==> src/hw/pwr_pkg.sv <==
package pwr_pkg;

    // ==========================================================
    // register indices, byte address is four times the index
    localparam logic [9:0] IDX_POWER_CONTROL = 10'h087;
    localparam logic [9:0] IDX_CLOCK_SELECT  = 10'h08f;
    localparam logic [9:0] IDX_WAKE_MASK     = 10'h09f;
    localparam logic [9:0] IDX_POWER_MODE    = 10'h0c4;
    localparam logic [9:0] IDX_TIMED_ACCESS  = 10'h0c9;

    // ==========================================================
    // field positions
    localparam int PC_IDLE_BIT  = 0;
    localparam int PC_STOP_BIT  = 1;
    localparam int PC_SLEEP_BIT = 2;
    localparam int PM_SWB_BIT   = 5;
    localparam int PM_CD_LSB    = 6;
    localparam int CS_DLY_LSB   = 5;
    localparam int CS_SEL_LSB   = 0;

    // ==========================================================
    // reset values and codes
    localparam logic [7:0] WAKE_MASK_RST = 8'hff;
    localparam logic [1:0] CD_FULL       = 2'h1;
    localparam logic [1:0] CD_SLOW       = 2'h3;
    localparam logic [2:0] WAKE_DELAY_SEL_RST     = 3'h6;
    localparam logic [1:0] CLKSEL_INTERNAL_OSC   = 2'h0;
    localparam logic [7:0] TB_KEY1       = 8'haa;
    localparam logic [7:0] TB_KEY2       = 8'h55;
    localparam logic [7:0] TB_CLOSE      = 8'h00;
    localparam logic [8:0] TB_WINDOW     = 9'h100;
    localparam logic [8:0] SWB_SRC_SEL   = 9'h1df;

    // ==========================================================
    // timing
    localparam int SLOW_DIV      = 257;
    localparam int WAKE_DLY_BASE = 128;
    localparam int NUM_SRC       = 9;

    typedef enum logic [1:0] {
        MODE_RUN,
        MODE_IDLE,
        MODE_STOP,
        MODE_WAKE
    } mode_t;

    typedef struct packed {
        mode_t       mode;
        logic [7:0]  mask;
        logic [1:0]  cd;
        logic        slow;
        logic        switchback_enable;
        logic        idle;
        logic        stop;
        logic        sleep;
        logic [2:0]  wake_delay_sel;
        logic [1:0]  clksel;
        logic        tb_armed;
        logic [8:0]  tb_cnt;
        logic [13:0] dly_cnt;
        logic [8:0]  src_q;
        logic        rx_q;
        logic        wake_vec;
        logic [3:0]  wake_id;
        logic        cpu_clk_en;
        logic        periph_clk_en;
        logic        osc_en;
        logic        regulator_on;
        logic        vec_req;
        logic [3:0]  vec_id;
        logic        pready;
        logic        pslverr;
        logic [31:0] prdata;
    } state_t;

endpackage

==> src/hw/slow_tick_gen.sv <==
`timescale 1ns/1ns
`default_nettype none

module slow_tick_gen #(
    parameter int DIV = pwr_pkg::SLOW_DIV
) (
    // clock and reset
    input  wire logic pclk,
    input  wire logic presetn,
    // control
    input  wire logic run,
    output logic      tick
);

    logic [8:0] cnt_reg;

    // ==========================================================
    // one enable pulse every DIV cycles while running
    always_ff @(posedge pclk or negedge presetn)
    begin
        if (!presetn)
        begin
            cnt_reg <= 9'h000;
            tick    <= 1'b0;
        end
        else if (!run)
        begin
            cnt_reg <= 9'h000;
            tick    <= 1'b0;
        end
        else
        begin
            tick <= (cnt_reg == 9'(DIV - 1));
            if (cnt_reg == 9'(DIV - 1))
                cnt_reg <= 9'h000;
            else
                cnt_reg <= cnt_reg + 9'h001;
        end
    end

endmodule

`default_nettype wire

==> src/hw/power_mode_wake_control.sv <==
// Our own choice: the APB slave port.
`timescale 1ns/1ns
`default_nettype none

module power_mode_wake_control #(
    parameter int WAKE_BASE = pwr_pkg::WAKE_DLY_BASE
) (
    // clock and reset
    input  wire logic        pclk,
    input  wire logic        presetn,
    input  wire logic        wdt_reset,
    // apb slave
    input  wire logic        psel,
    input  wire logic        penable,
    input  wire logic        pwrite,
    input  wire logic [11:0] paddr,
    input  wire logic [31:0] pwdata,
    output logic             pready,
    output logic [31:0]      prdata,
    output logic             pslverr,
    // interrupt sources
    input  wire logic [8:0]  ext_pin_n,
    input  wire logic [8:0]  periph_flag,
    input  wire logic [8:0]  irq_enable,
    input  wire logic [8:0]  irq_blocked,
    // uart0 activity
    input  wire logic        uart_rx_line,
    input  wire logic        uart_rx_enable,
    input  wire logic        uart_tx_load,
    // clock and power controls
    output logic             cpu_clk_en,
    output logic             periph_clk_en,
    output logic             osc_en,
    output logic             regulator_on,
    output logic [1:0]       clk_src_sel,
    output logic             slow_clock_mode,
    output logic             vec_req,
    output logic [3:0]       vec_id
);

    pwr_pkg::state_t st_reg;
    pwr_pkg::state_t st_next;
    logic            tick;
    logic [8:0]      src_act;
    logic [8:0]      src_edge;
    logic [8:0]      wake_sel;
    logic            wake_any;
    logic            idle_exit;
    logic            swb_hit;
    logic            tb_open;
    logic            wr_acc;
    logic [9:0]      idx;

    localparam pwr_pkg::state_t ST_RST = '{
        mode:          pwr_pkg::MODE_RUN,
        mask:          pwr_pkg::WAKE_MASK_RST,
        cd:            pwr_pkg::CD_FULL,
        slow:          1'b0,
        switchback_enable:           1'b0,
        idle:          1'b0,
        stop:          1'b0,
        sleep:         1'b0,
        wake_delay_sel:         pwr_pkg::WAKE_DELAY_SEL_RST,
        clksel:        pwr_pkg::CLKSEL_INTERNAL_OSC,
        tb_armed:      1'b0,
        tb_cnt:        9'h000,
        dly_cnt:       14'h0000,
        src_q:         9'h000,
        rx_q:          1'b1,
        wake_vec:      1'b0,
        wake_id:       4'h0,
        cpu_clk_en:    1'b1,
        periph_clk_en: 1'b1,
        osc_en:        1'b1,
        regulator_on:  1'b1,
        vec_req:       1'b0,
        vec_id:        4'h0,
        pready:        1'b0,
        pslverr:       1'b0,
        prdata:        32'h0000_0000
    };

    // ==========================================================
    // helpers
    function automatic logic [8:0] mask_to_src(input logic [7:0] m);
        mask_to_src = {m[7:5], 1'b0, m[4:0]};
    endfunction

    function automatic logic [3:0] first_src(input logic [8:0] v);
        first_src = 4'h0;
        for (int i = pwr_pkg::NUM_SRC - 1; i >= 0; i--)
            if (v[i])
                first_src = 4'(i);
    endfunction

    function automatic logic [13:0] wake_delay(input logic [2:0] code);
        if (code == 3'h0)
            wake_delay = 14'h0000;
        else
            wake_delay = 14'(WAKE_BASE << (code - 3'h1));
    endfunction

    slow_tick_gen #(
        .DIV (pwr_pkg::SLOW_DIV)
    ) u_tick (
        .pclk    (pclk),
        .presetn (presetn),
        .run     (st_reg.slow),
        .tick    (tick)
    );

    // ==========================================================
    // source conditioning
    // pins active low, flags active high
    assign src_act  = ~ext_pin_n | periph_flag;
    assign src_edge = src_act & ~st_reg.src_q;
    assign wake_sel = src_edge & mask_to_src(st_reg.mask);
    assign wake_any = |wake_sel;
    // idle leaves on any enabled interrupt
    assign idle_exit = |(src_act & irq_enable);
    assign swb_hit = (|(src_edge & irq_enable & ~irq_blocked
                        & pwr_pkg::SWB_SRC_SEL))
                   | (uart_rx_enable & st_reg.rx_q & ~uart_rx_line)
                   | uart_tx_load;
    assign tb_open = (st_reg.tb_cnt != 9'h000);
    assign idx     = paddr[11:2];
    assign wr_acc  = psel & penable & st_reg.pready & pwrite;

    // ==========================================================
    // next state
    always_comb
    begin
        st_next         = st_reg;
        st_next.src_q   = src_act;
        st_next.rx_q    = uart_rx_line;
        st_next.vec_req = 1'b0;
        st_next.pready  = psel & ~penable;
        st_next.pslverr = 1'b0;
        st_next.prdata  = 32'h0000_0000;

        // timed access b window
        if (tb_open)
            st_next.tb_cnt = st_reg.tb_cnt - 9'h001;

        // read path, answered in the access cycle
        if (psel && !penable)
        begin
            unique case (idx)
                pwr_pkg::IDX_POWER_CONTROL:
                begin
                    st_next.prdata[pwr_pkg::PC_IDLE_BIT]  = st_reg.idle;
                    st_next.prdata[pwr_pkg::PC_STOP_BIT]  = st_reg.stop;
                    st_next.prdata[pwr_pkg::PC_SLEEP_BIT] = st_reg.sleep;
                end
                pwr_pkg::IDX_POWER_MODE:
                begin
                    st_next.prdata[pwr_pkg::PM_CD_LSB +: 2] = st_reg.cd;
                    st_next.prdata[pwr_pkg::PM_SWB_BIT]     = st_reg.switchback_enable;
                end
                pwr_pkg::IDX_CLOCK_SELECT:
                begin
                    st_next.prdata[pwr_pkg::CS_DLY_LSB +: 3] = st_reg.wake_delay_sel;
                    st_next.prdata[pwr_pkg::CS_SEL_LSB +: 2] = st_reg.clksel;
                end
                pwr_pkg::IDX_WAKE_MASK:
                    st_next.prdata[7:0] = st_reg.mask;
                pwr_pkg::IDX_TIMED_ACCESS:
                    st_next.prdata[0] = tb_open;
                default:
                    st_next.pslverr = 1'b1;
            endcase
        end

        // register writes
        if (wr_acc)
        begin
            unique case (idx)
                pwr_pkg::IDX_POWER_CONTROL:
                begin
                    st_next.idle  = pwdata[pwr_pkg::PC_IDLE_BIT];
                    st_next.stop  = pwdata[pwr_pkg::PC_STOP_BIT];
                    st_next.sleep = pwdata[pwr_pkg::PC_SLEEP_BIT];
                end
                pwr_pkg::IDX_POWER_MODE:
                begin
                    // divider field picks slow or full speed
                    st_next.cd  = pwdata[pwr_pkg::PM_CD_LSB +: 2];
                    st_next.switchback_enable = pwdata[pwr_pkg::PM_SWB_BIT];
                end
                pwr_pkg::IDX_CLOCK_SELECT:
                    if (tb_open)
                    begin
                        st_next.wake_delay_sel  = pwdata[pwr_pkg::CS_DLY_LSB +: 3];
                        st_next.clksel = pwdata[pwr_pkg::CS_SEL_LSB +: 2];
                    end
                pwr_pkg::IDX_WAKE_MASK:
                    if (tb_open)
                        st_next.mask = pwdata[7:0];
                pwr_pkg::IDX_TIMED_ACCESS:
                begin
                    st_next.tb_armed = (pwdata[7:0] == pwr_pkg::TB_KEY1);
                    if (st_reg.tb_armed && pwdata[7:0] == pwr_pkg::TB_KEY2)
                        st_next.tb_cnt = pwr_pkg::TB_WINDOW;
                    else if (pwdata[7:0] == pwr_pkg::TB_CLOSE)
                        st_next.tb_cnt = 9'h000;
                end
                default:
                    st_next.pslverr = 1'b0;
            endcase
        end

        if (st_reg.cd == pwr_pkg::CD_SLOW && st_reg.switchback_enable && swb_hit)
            st_next.cd = pwr_pkg::CD_FULL;
        st_next.slow = (st_next.cd == pwr_pkg::CD_SLOW);

        unique case (st_reg.mode)
            pwr_pkg::MODE_RUN:
            begin
                if (st_reg.stop)
                begin
                    st_next.mode          = pwr_pkg::MODE_STOP;
                    st_next.cpu_clk_en    = 1'b0;
                    st_next.periph_clk_en = 1'b0;
                    st_next.osc_en        = 1'b0;
                    st_next.regulator_on  = ~st_reg.sleep;
                end
                else if (st_reg.idle)
                begin
                    st_next.mode       = pwr_pkg::MODE_IDLE;
                    st_next.cpu_clk_en = 1'b0;
                end
                else
                    st_next.cpu_clk_en = (st_reg.cd == pwr_pkg::CD_SLOW)
                                         ? tick : 1'b1;
            end
            pwr_pkg::MODE_IDLE:
                if (idle_exit)
                begin
                    st_next.mode       = pwr_pkg::MODE_RUN;
                    st_next.idle       = 1'b0;
                    st_next.cpu_clk_en = 1'b1;
                    st_next.vec_req    = 1'b1;
                    st_next.vec_id     = first_src(src_act & irq_enable);
                end
            pwr_pkg::MODE_STOP:
                if (wake_any)
                begin
                    st_next.osc_en       = 1'b1;
                    st_next.regulator_on = 1'b1;
                    // stop and sleep cleared by hardware
                    st_next.stop         = 1'b0;
                    st_next.sleep        = 1'b0;
                    st_next.clksel       = pwr_pkg::CLKSEL_INTERNAL_OSC;
                    // vector only if that interrupt is enabled
                    st_next.wake_vec     = |(wake_sel & irq_enable);
                    st_next.wake_id      = first_src(wake_sel & irq_enable);
                    // sleep wake waits for the regulator
                    st_next.dly_cnt      = st_reg.sleep
                                           ? wake_delay(st_reg.wake_delay_sel)
                                           : 14'h0000;
                    st_next.mode         = pwr_pkg::MODE_WAKE;
                end
            pwr_pkg::MODE_WAKE:
                if (st_reg.dly_cnt != 14'h0000)
                    st_next.dly_cnt = st_reg.dly_cnt - 14'h0001;
                else
                begin
                    st_next.mode          = pwr_pkg::MODE_RUN;
                    st_next.cpu_clk_en    = 1'b1;
                    st_next.periph_clk_en = 1'b1;
                    st_next.vec_req       = st_reg.wake_vec;
                    st_next.vec_id        = st_reg.wake_id;
                end
        endcase

        // watchdog reset also ends every mode
        if (wdt_reset)
            st_next = ST_RST;
    end

    always_ff @(posedge pclk or negedge presetn)
    begin
        if (!presetn)
            st_reg <= ST_RST;
        else
            st_reg <= st_next;
    end

    // ==========================================================
    // outputs
    assign pready          = st_reg.pready;
    assign prdata          = st_reg.prdata;
    assign pslverr         = st_reg.pslverr;
    assign cpu_clk_en      = st_reg.cpu_clk_en;
    assign periph_clk_en   = st_reg.periph_clk_en;
    assign osc_en          = st_reg.osc_en;
    assign regulator_on    = st_reg.regulator_on;
    assign clk_src_sel     = st_reg.clksel;
    assign slow_clock_mode = st_reg.slow;
    assign vec_req         = st_reg.vec_req;
    assign vec_id          = st_reg.vec_id;
endmodule

`default_nettype wire

==> config.mk <==
export PLATFORM = sky130hd
export DESIGN_NAME = power_mode_wake_control
export DESIGN_NICKNAME = d
export VERILOG_FILES = /design/src/hw/pwr_pkg.sv /design/src/hw/slow_tick_gen.sv /design/src/hw/power_mode_wake_control.sv
export SDC_FILE = /design/constraint.sdc
export NUM_CORES = 1
export LEC_CHECK = 0
export BUFFER_PORTS_ARGS = -buffer_cell sky130_fd_sc_hd__buf_4
export CAP_MARGIN = 25
export CORE_MARGIN = 2
export CORE_UTILIZATION = 45
export CTS_CLUSTER_DIAMETER = 200
export DETAILED_ROUTE_END_ITERATION = 8
export PLACE_DENSITY = 0.69
export SETUP_SLACK_MARGIN = 0.02
export SYNTH_ARGS = -nofsm -noshare
export SYNTH_HDL_FRONTEND = slang
export SYNTH_SLANG_ARGS = --single-unit
==> constraint.sdc <==
create_clock -name pclk -period 2.7 [get_ports pclk]
set_input_delay 0.54 -clock pclk [delete_from_list [all_inputs] [get_ports pclk]]
set_output_delay 0.54 -clock pclk [all_outputs]
set_load 0.02 [all_outputs]
==> reports/summary.json <==
{
  "route.top_layer_used": {"value": "met4"},
  "reg2reg_setup_slack": {"value": 270, "unit": "ps"},
  "yosys.area.top_type": {"value": "sky130_fd_sc_hd__dfrtp_1"},
  "fin_nets": {"value": 751},
  "synthCells": {"value": 577},
  "endpoint_kind": {"value": "register"},
  "worst_ir_drop_vdd": {"value": 267, "unit": "uV"},
  "max_cap_viol_count": {"value": 0},
  "post_drt_via_cell_ratio": {"value": 5.56},
  "areaGrowthSynthToFinish": {"value": 18.6, "unit": "%"},
  "synth_sequential_area_ratio": {"value": 43.4, "unit": "%"},
  "power-per-cell-area": {"value": 543, "unit": "nW/um^2"},
  "crit_arrival": {"value": 2650, "unit": "ps"},
  "path_class": {"value": "register to register"},
  "critical_path.reg2reg.endpoint": {"value": "st_reg[67]"},
  "dp.cells": {"value": 788},
  "timing.hold.worst.class": {"value": "primary input to async pin"},
  "final_util": {"value": 54.3, "unit": "%"},
  "worstSkewPairLatency": {"value": 340, "unit": "ps"},
  "wire_length_of_the_first_global_routing_pass": {"value": 22000, "unit": "microns"},
  "final.setup_skew": {"value": 6.45, "unit": "ps"},
  "synth.ff_latch_count": {"value": 89},
  "port_buffers": {"value": 83},
  "unrepaired_setup_endpoints_after_global_routing": {"value": "false"},
  "wire_length_the_detailed_router_placed_on_met1": {"value": 6020, "unit": "microns"},
  "fp.dieArea": {"value": 12400, "unit": "sq um"},
  "route.met3.wl": {"value": 568, "unit": "microns"},
  "finalWirelength": {"value": 13200, "unit": "microns"},
  "groute.usage.overall": {"value": 21.7, "unit": "%"},
  "fp.coreArea": {"value": 11300, "unit": "sq um"},
  "initial_cell_density_of_the_core": {"value": 45.8, "unit": "%"},
  "buffer_depth_of_the_longest_clock_path": {"value": 2},
  "ys_async_sr_fraction": {"value": 100, "unit": "%"},
  "floorplan.rows": {"value": 39},
  "place_worst_setup_slack": {"value": 183, "unit": "ps"},
  "hold_viol": {"value": 0},
  "max_freq": {"value": 411, "unit": "MHz"},
  "setup_violations": {"value": 0},
  "largest_reg_flops": {"value": 57},
  "final_cells": {"value": 804},
  "setup_total_negative_slack": {"value": 0, "unit": "ps"},
  "crit_start": {"value": "st_reg[58]"},
  "firstDrtPassIters": {"value": 6},
  "cts.hold.buffers_added": {"value": 0},
  "cts_root_buffer": {"value": "sky130_fd_sc_hd__clkbuf_16"},
  "start_kind": {"value": "register"},
  "cts_max_level": {"value": 3},
  "clkSlewWorstSetupHoldPaths": {"value": 70, "unit": "ps"},
  "globalplace.congestion": {"value": 0.902},
  "critical_path_peak_fanout": {"value": 9},
  "routed-wl-met2": {"value": 6330, "unit": "microns"},
  "cts-resized-gates": {"value": 0},
  "slew_viol_final": {"value": 0},
  "worst_pin_slew": {"value": 701, "unit": "ps"},
  "total_leakage_power": {"value": 2.92, "unit": "nW"},
  "hpwl": {"value": 9950, "unit": "microns"},
  "synth_top_cells_by_area": {"value": "sky130_fd_sc_hd__dfrtp_1, sky130_fd_sc_hd__dfstp_2, sky130_fd_sc_hd__buf_4, sky130_fd_sc_hd__nand2_1, sky130_fd_sc_hd__nor2_1"},
  "r2r.worst_path.cells": {"value": 7},
  "die_w": {"value": 111, "unit": "microns"},
  "grt_pass1_vias": {"value": 4454},
  "cts_tree": {"value": "yes"},
  "outcome": {"value": "finished, final reports clean"},
  "post_synth.cell_area_avg": {"value": 8.98, "unit": "sq um"},
  "detail_route.drc_violations": {"value": 0},
  "vias": {"value": 4471},
  "whs": {"value": 122, "unit": "ps"},
  "drive_above_1_share": {"value": 22.8, "unit": "%"},
  "critical_path_required": {"value": 2910, "unit": "ps"},
  "gr_overflow_total": {"value": 0},
  "tritoncts.num_buffers": {"value": 9},
  "worst_slew_margin_rel": {"value": 53.2, "unit": "%"},
  "post-route-period-util": {"value": 90.1, "unit": "%"},
  "yosysWarningCount": {"value": 0},
  "wl_per_cell": {"value": 16.4, "unit": "microns"},
  "drt_iter0_markers": {"value": 278},
  "largest_net_degree_at_the_start_of_global_routing": {"value": 61},
  "netlist-cell-type-count": {"value": 72},
  "synth.top_cell.area_share": {"value": 35.2, "unit": "%"},
  "filler_cell_count": {"value": 1054},
  "diodes": {"value": 0},
  "number_of_enable_flip_flop_cells_after_synthesis": {"value": 0},
  "route.antenna.remaining_nets": {"value": 0},
  "flip_flop_cell_with_the_highest_count_after_synthesis": {"value": "sky130_fd_sc_hd__dfrtp_1"},
  "boundaryPins": {"value": 135},
  "post_synth_instance_area": {"value": 5180, "unit": "sq um"},
  "clock_sinks": {"value": 89},
  "worst_r2r_startpoint": {"value": "st_reg[58]"},
  "antenna_violations_before_repair": {"value": 0},
  "cts_post_setup_buffers_inserted": {"value": 0},
  "layout_min_cycle_time": {"value": 2430, "unit": "ps"},
  "finalWorstSetupSlack": {"value": 266, "unit": "ps"},
  "die_y": {"value": 111, "unit": "microns"}
}
==> report_power, final <==
group	switching, mW	internal, mW	total, mW
combinational	0.336	0.270	0.606
clock	0.551	0.726	1.28
sequential	0.0555	1.40	1.46
==> routing by layer <==
| layer | vias to the layer above | track usage (%) |
|---|---|---|
| li1 | 2159 | - |
| met1 | 2147 | 29.7 |
| met2 | 148 | 35.6 |
| met3 | 17 | 2.61 |
| met4 | 0 | 7.98 |
| met5 | - | 0 |
==> cell families after synthesis <==
| family | after synthesis | share of synthesized area [%] |
|---|---|---|
| xor+xnor | 14 | 2.37 |
| mux | 17 | 3.40 |
| other cells | 1 | 0.0723 |
| flops | 89 | 43.4 |
| fa+ha+maj | 6 | 1.45 |
| buf+inv | 69 | 8.09 |
| simple gates | 276 | 27.4 |
| compound gates | 105 | 13.9 |
==> worst max path at each step <==
stage,endpoint,slack [ps],cells after the start
2_1_floorplan,st_reg[62],550,6
3_3_place_gp,st_reg[103],310,8
3_5_place_dp,st_reg[103],180,8
4_1_cts,st_reg[103],150,8
5_1_grt,st_reg[67],50,7
6_report,st_reg[67],270,7
==> cell usage in the layout, fill, tap and decap left out, types with 4 or more instances in the layout <==
cell type	synthesis	final
sky130_fd_sc_hd__mux2_2	5	5
sky130_fd_sc_hd__or3_1	5	5
sky130_fd_sc_hd__buf_4	38	97
sky130_fd_sc_hd__nand2b_1	14	14
sky130_fd_sc_hd__nand2_1	68	68
sky130_fd_sc_hd__a222oi_1	7	7
sky130_fd_sc_hd__xor2_1	9	9
sky130_fd_sc_hd__conb_1	1	24
sky130_fd_sc_hd__a21oi_1	19	19
sky130_fd_sc_hd__nor2_1	60	60
sky130_fd_sc_hd__xnor2_1	5	5
sky130_fd_sc_hd__or4_1	4	4
sky130_fd_sc_hd__ha_1	6	6
sky130_fd_sc_hd__and2_1	14	14
sky130_fd_sc_hd__inv_1	14	14
sky130_fd_sc_hd__mux2i_1	12	12
sky130_fd_sc_hd__o31ai_1	4	4
sky130_fd_sc_hd__a22oi_1	4	4
sky130_fd_sc_hd__nand3b_1	4	4
sky130_fd_sc_hd__clkbuf_16	0	9
sky130_fd_sc_hd__o311ai_0	4	4
sky130_fd_sc_hd__dfrtp_1	73	73
sky130_fd_sc_hd__o211ai_1	5	5
sky130_fd_sc_hd__nor3b_1	4	4
sky130_fd_sc_hd__nand3_1	31	31
sky130_fd_sc_hd__nor4_1	9	9
sky130_fd_sc_hd__dfstp_2	16	16
sky130_fd_sc_hd__nor2b_1	11	11
sky130_fd_sc_hd__nand4_1	6	6
sky130_fd_sc_hd__and3_1	11	11
sky130_fd_sc_hd__o21ai_0	28	28
sky130_fd_sc_hd__nor3_1	15	15
==> Yosys cell counts, types with 6 or more instances <==
library cell               count
sky130_fd_sc_hd__a21oi_1      19
sky130_fd_sc_hd__a222oi_1      7
sky130_fd_sc_hd__and2_1       14
sky130_fd_sc_hd__and3_1       11
sky130_fd_sc_hd__buf_4        38
sky130_fd_sc_hd__clkbuf_1     11
sky130_fd_sc_hd__dfrtp_1      73
sky130_fd_sc_hd__dfstp_2      16
sky130_fd_sc_hd__ha_1          6
sky130_fd_sc_hd__inv_1        14
sky130_fd_sc_hd__mux2i_1      12
sky130_fd_sc_hd__nand2_1      68
sky130_fd_sc_hd__nand2b_1     14
sky130_fd_sc_hd__nand3_1      31
sky130_fd_sc_hd__nand4_1       6
sky130_fd_sc_hd__nor2_1       60
sky130_fd_sc_hd__nor2b_1      11
sky130_fd_sc_hd__nor3_1       15
sky130_fd_sc_hd__nor4_1        9
sky130_fd_sc_hd__o21ai_0      28
sky130_fd_sc_hd__xor2_1        9
==> metrics by stage <==
stage | instance area [sq um] | total power [mW]
2_1_floorplan | 5270 | 1.92
3_3_place_gp | 5840 | 2.07
3_5_place_dp | 5840 | 2.08
4_1_cts | 6140 | 3.36
5_1_grt | 6150 | 3.50
6_report | 6150 | 3.34
==> area by class of cell <==
class                           instances  area [sq um]  area share (%)
Sequential cell                        89          2250            36.6
Clock inverter                          7          77.6            1.26
Tap cell                              143           179            2.91
Timing Repair Buffer                   98           748            12.2
Inverter                               16          60.1           0.977
Clock buffer                            9           225            3.66
Multi-Input combinational cell        442          2610            42.5
==> worst max-delay path, cell delays in order (launching register included) <==
cell and delay, ps:
sky130_fd_sc_hd__dfrtp_1 390, sky130_fd_sc_hd__inv_1 110, sky130_fd_sc_hd__ha_1 230, sky130_fd_sc_hd__or4b_1 560
sky130_fd_sc_hd__o41ai_2 460, sky130_fd_sc_hd__nand2_2 200, sky130_fd_sc_hd__nand3_1 230, sky130_fd_sc_hd__o21ai_0 130
Note: power is estimated with default switching activity, not from simulation.
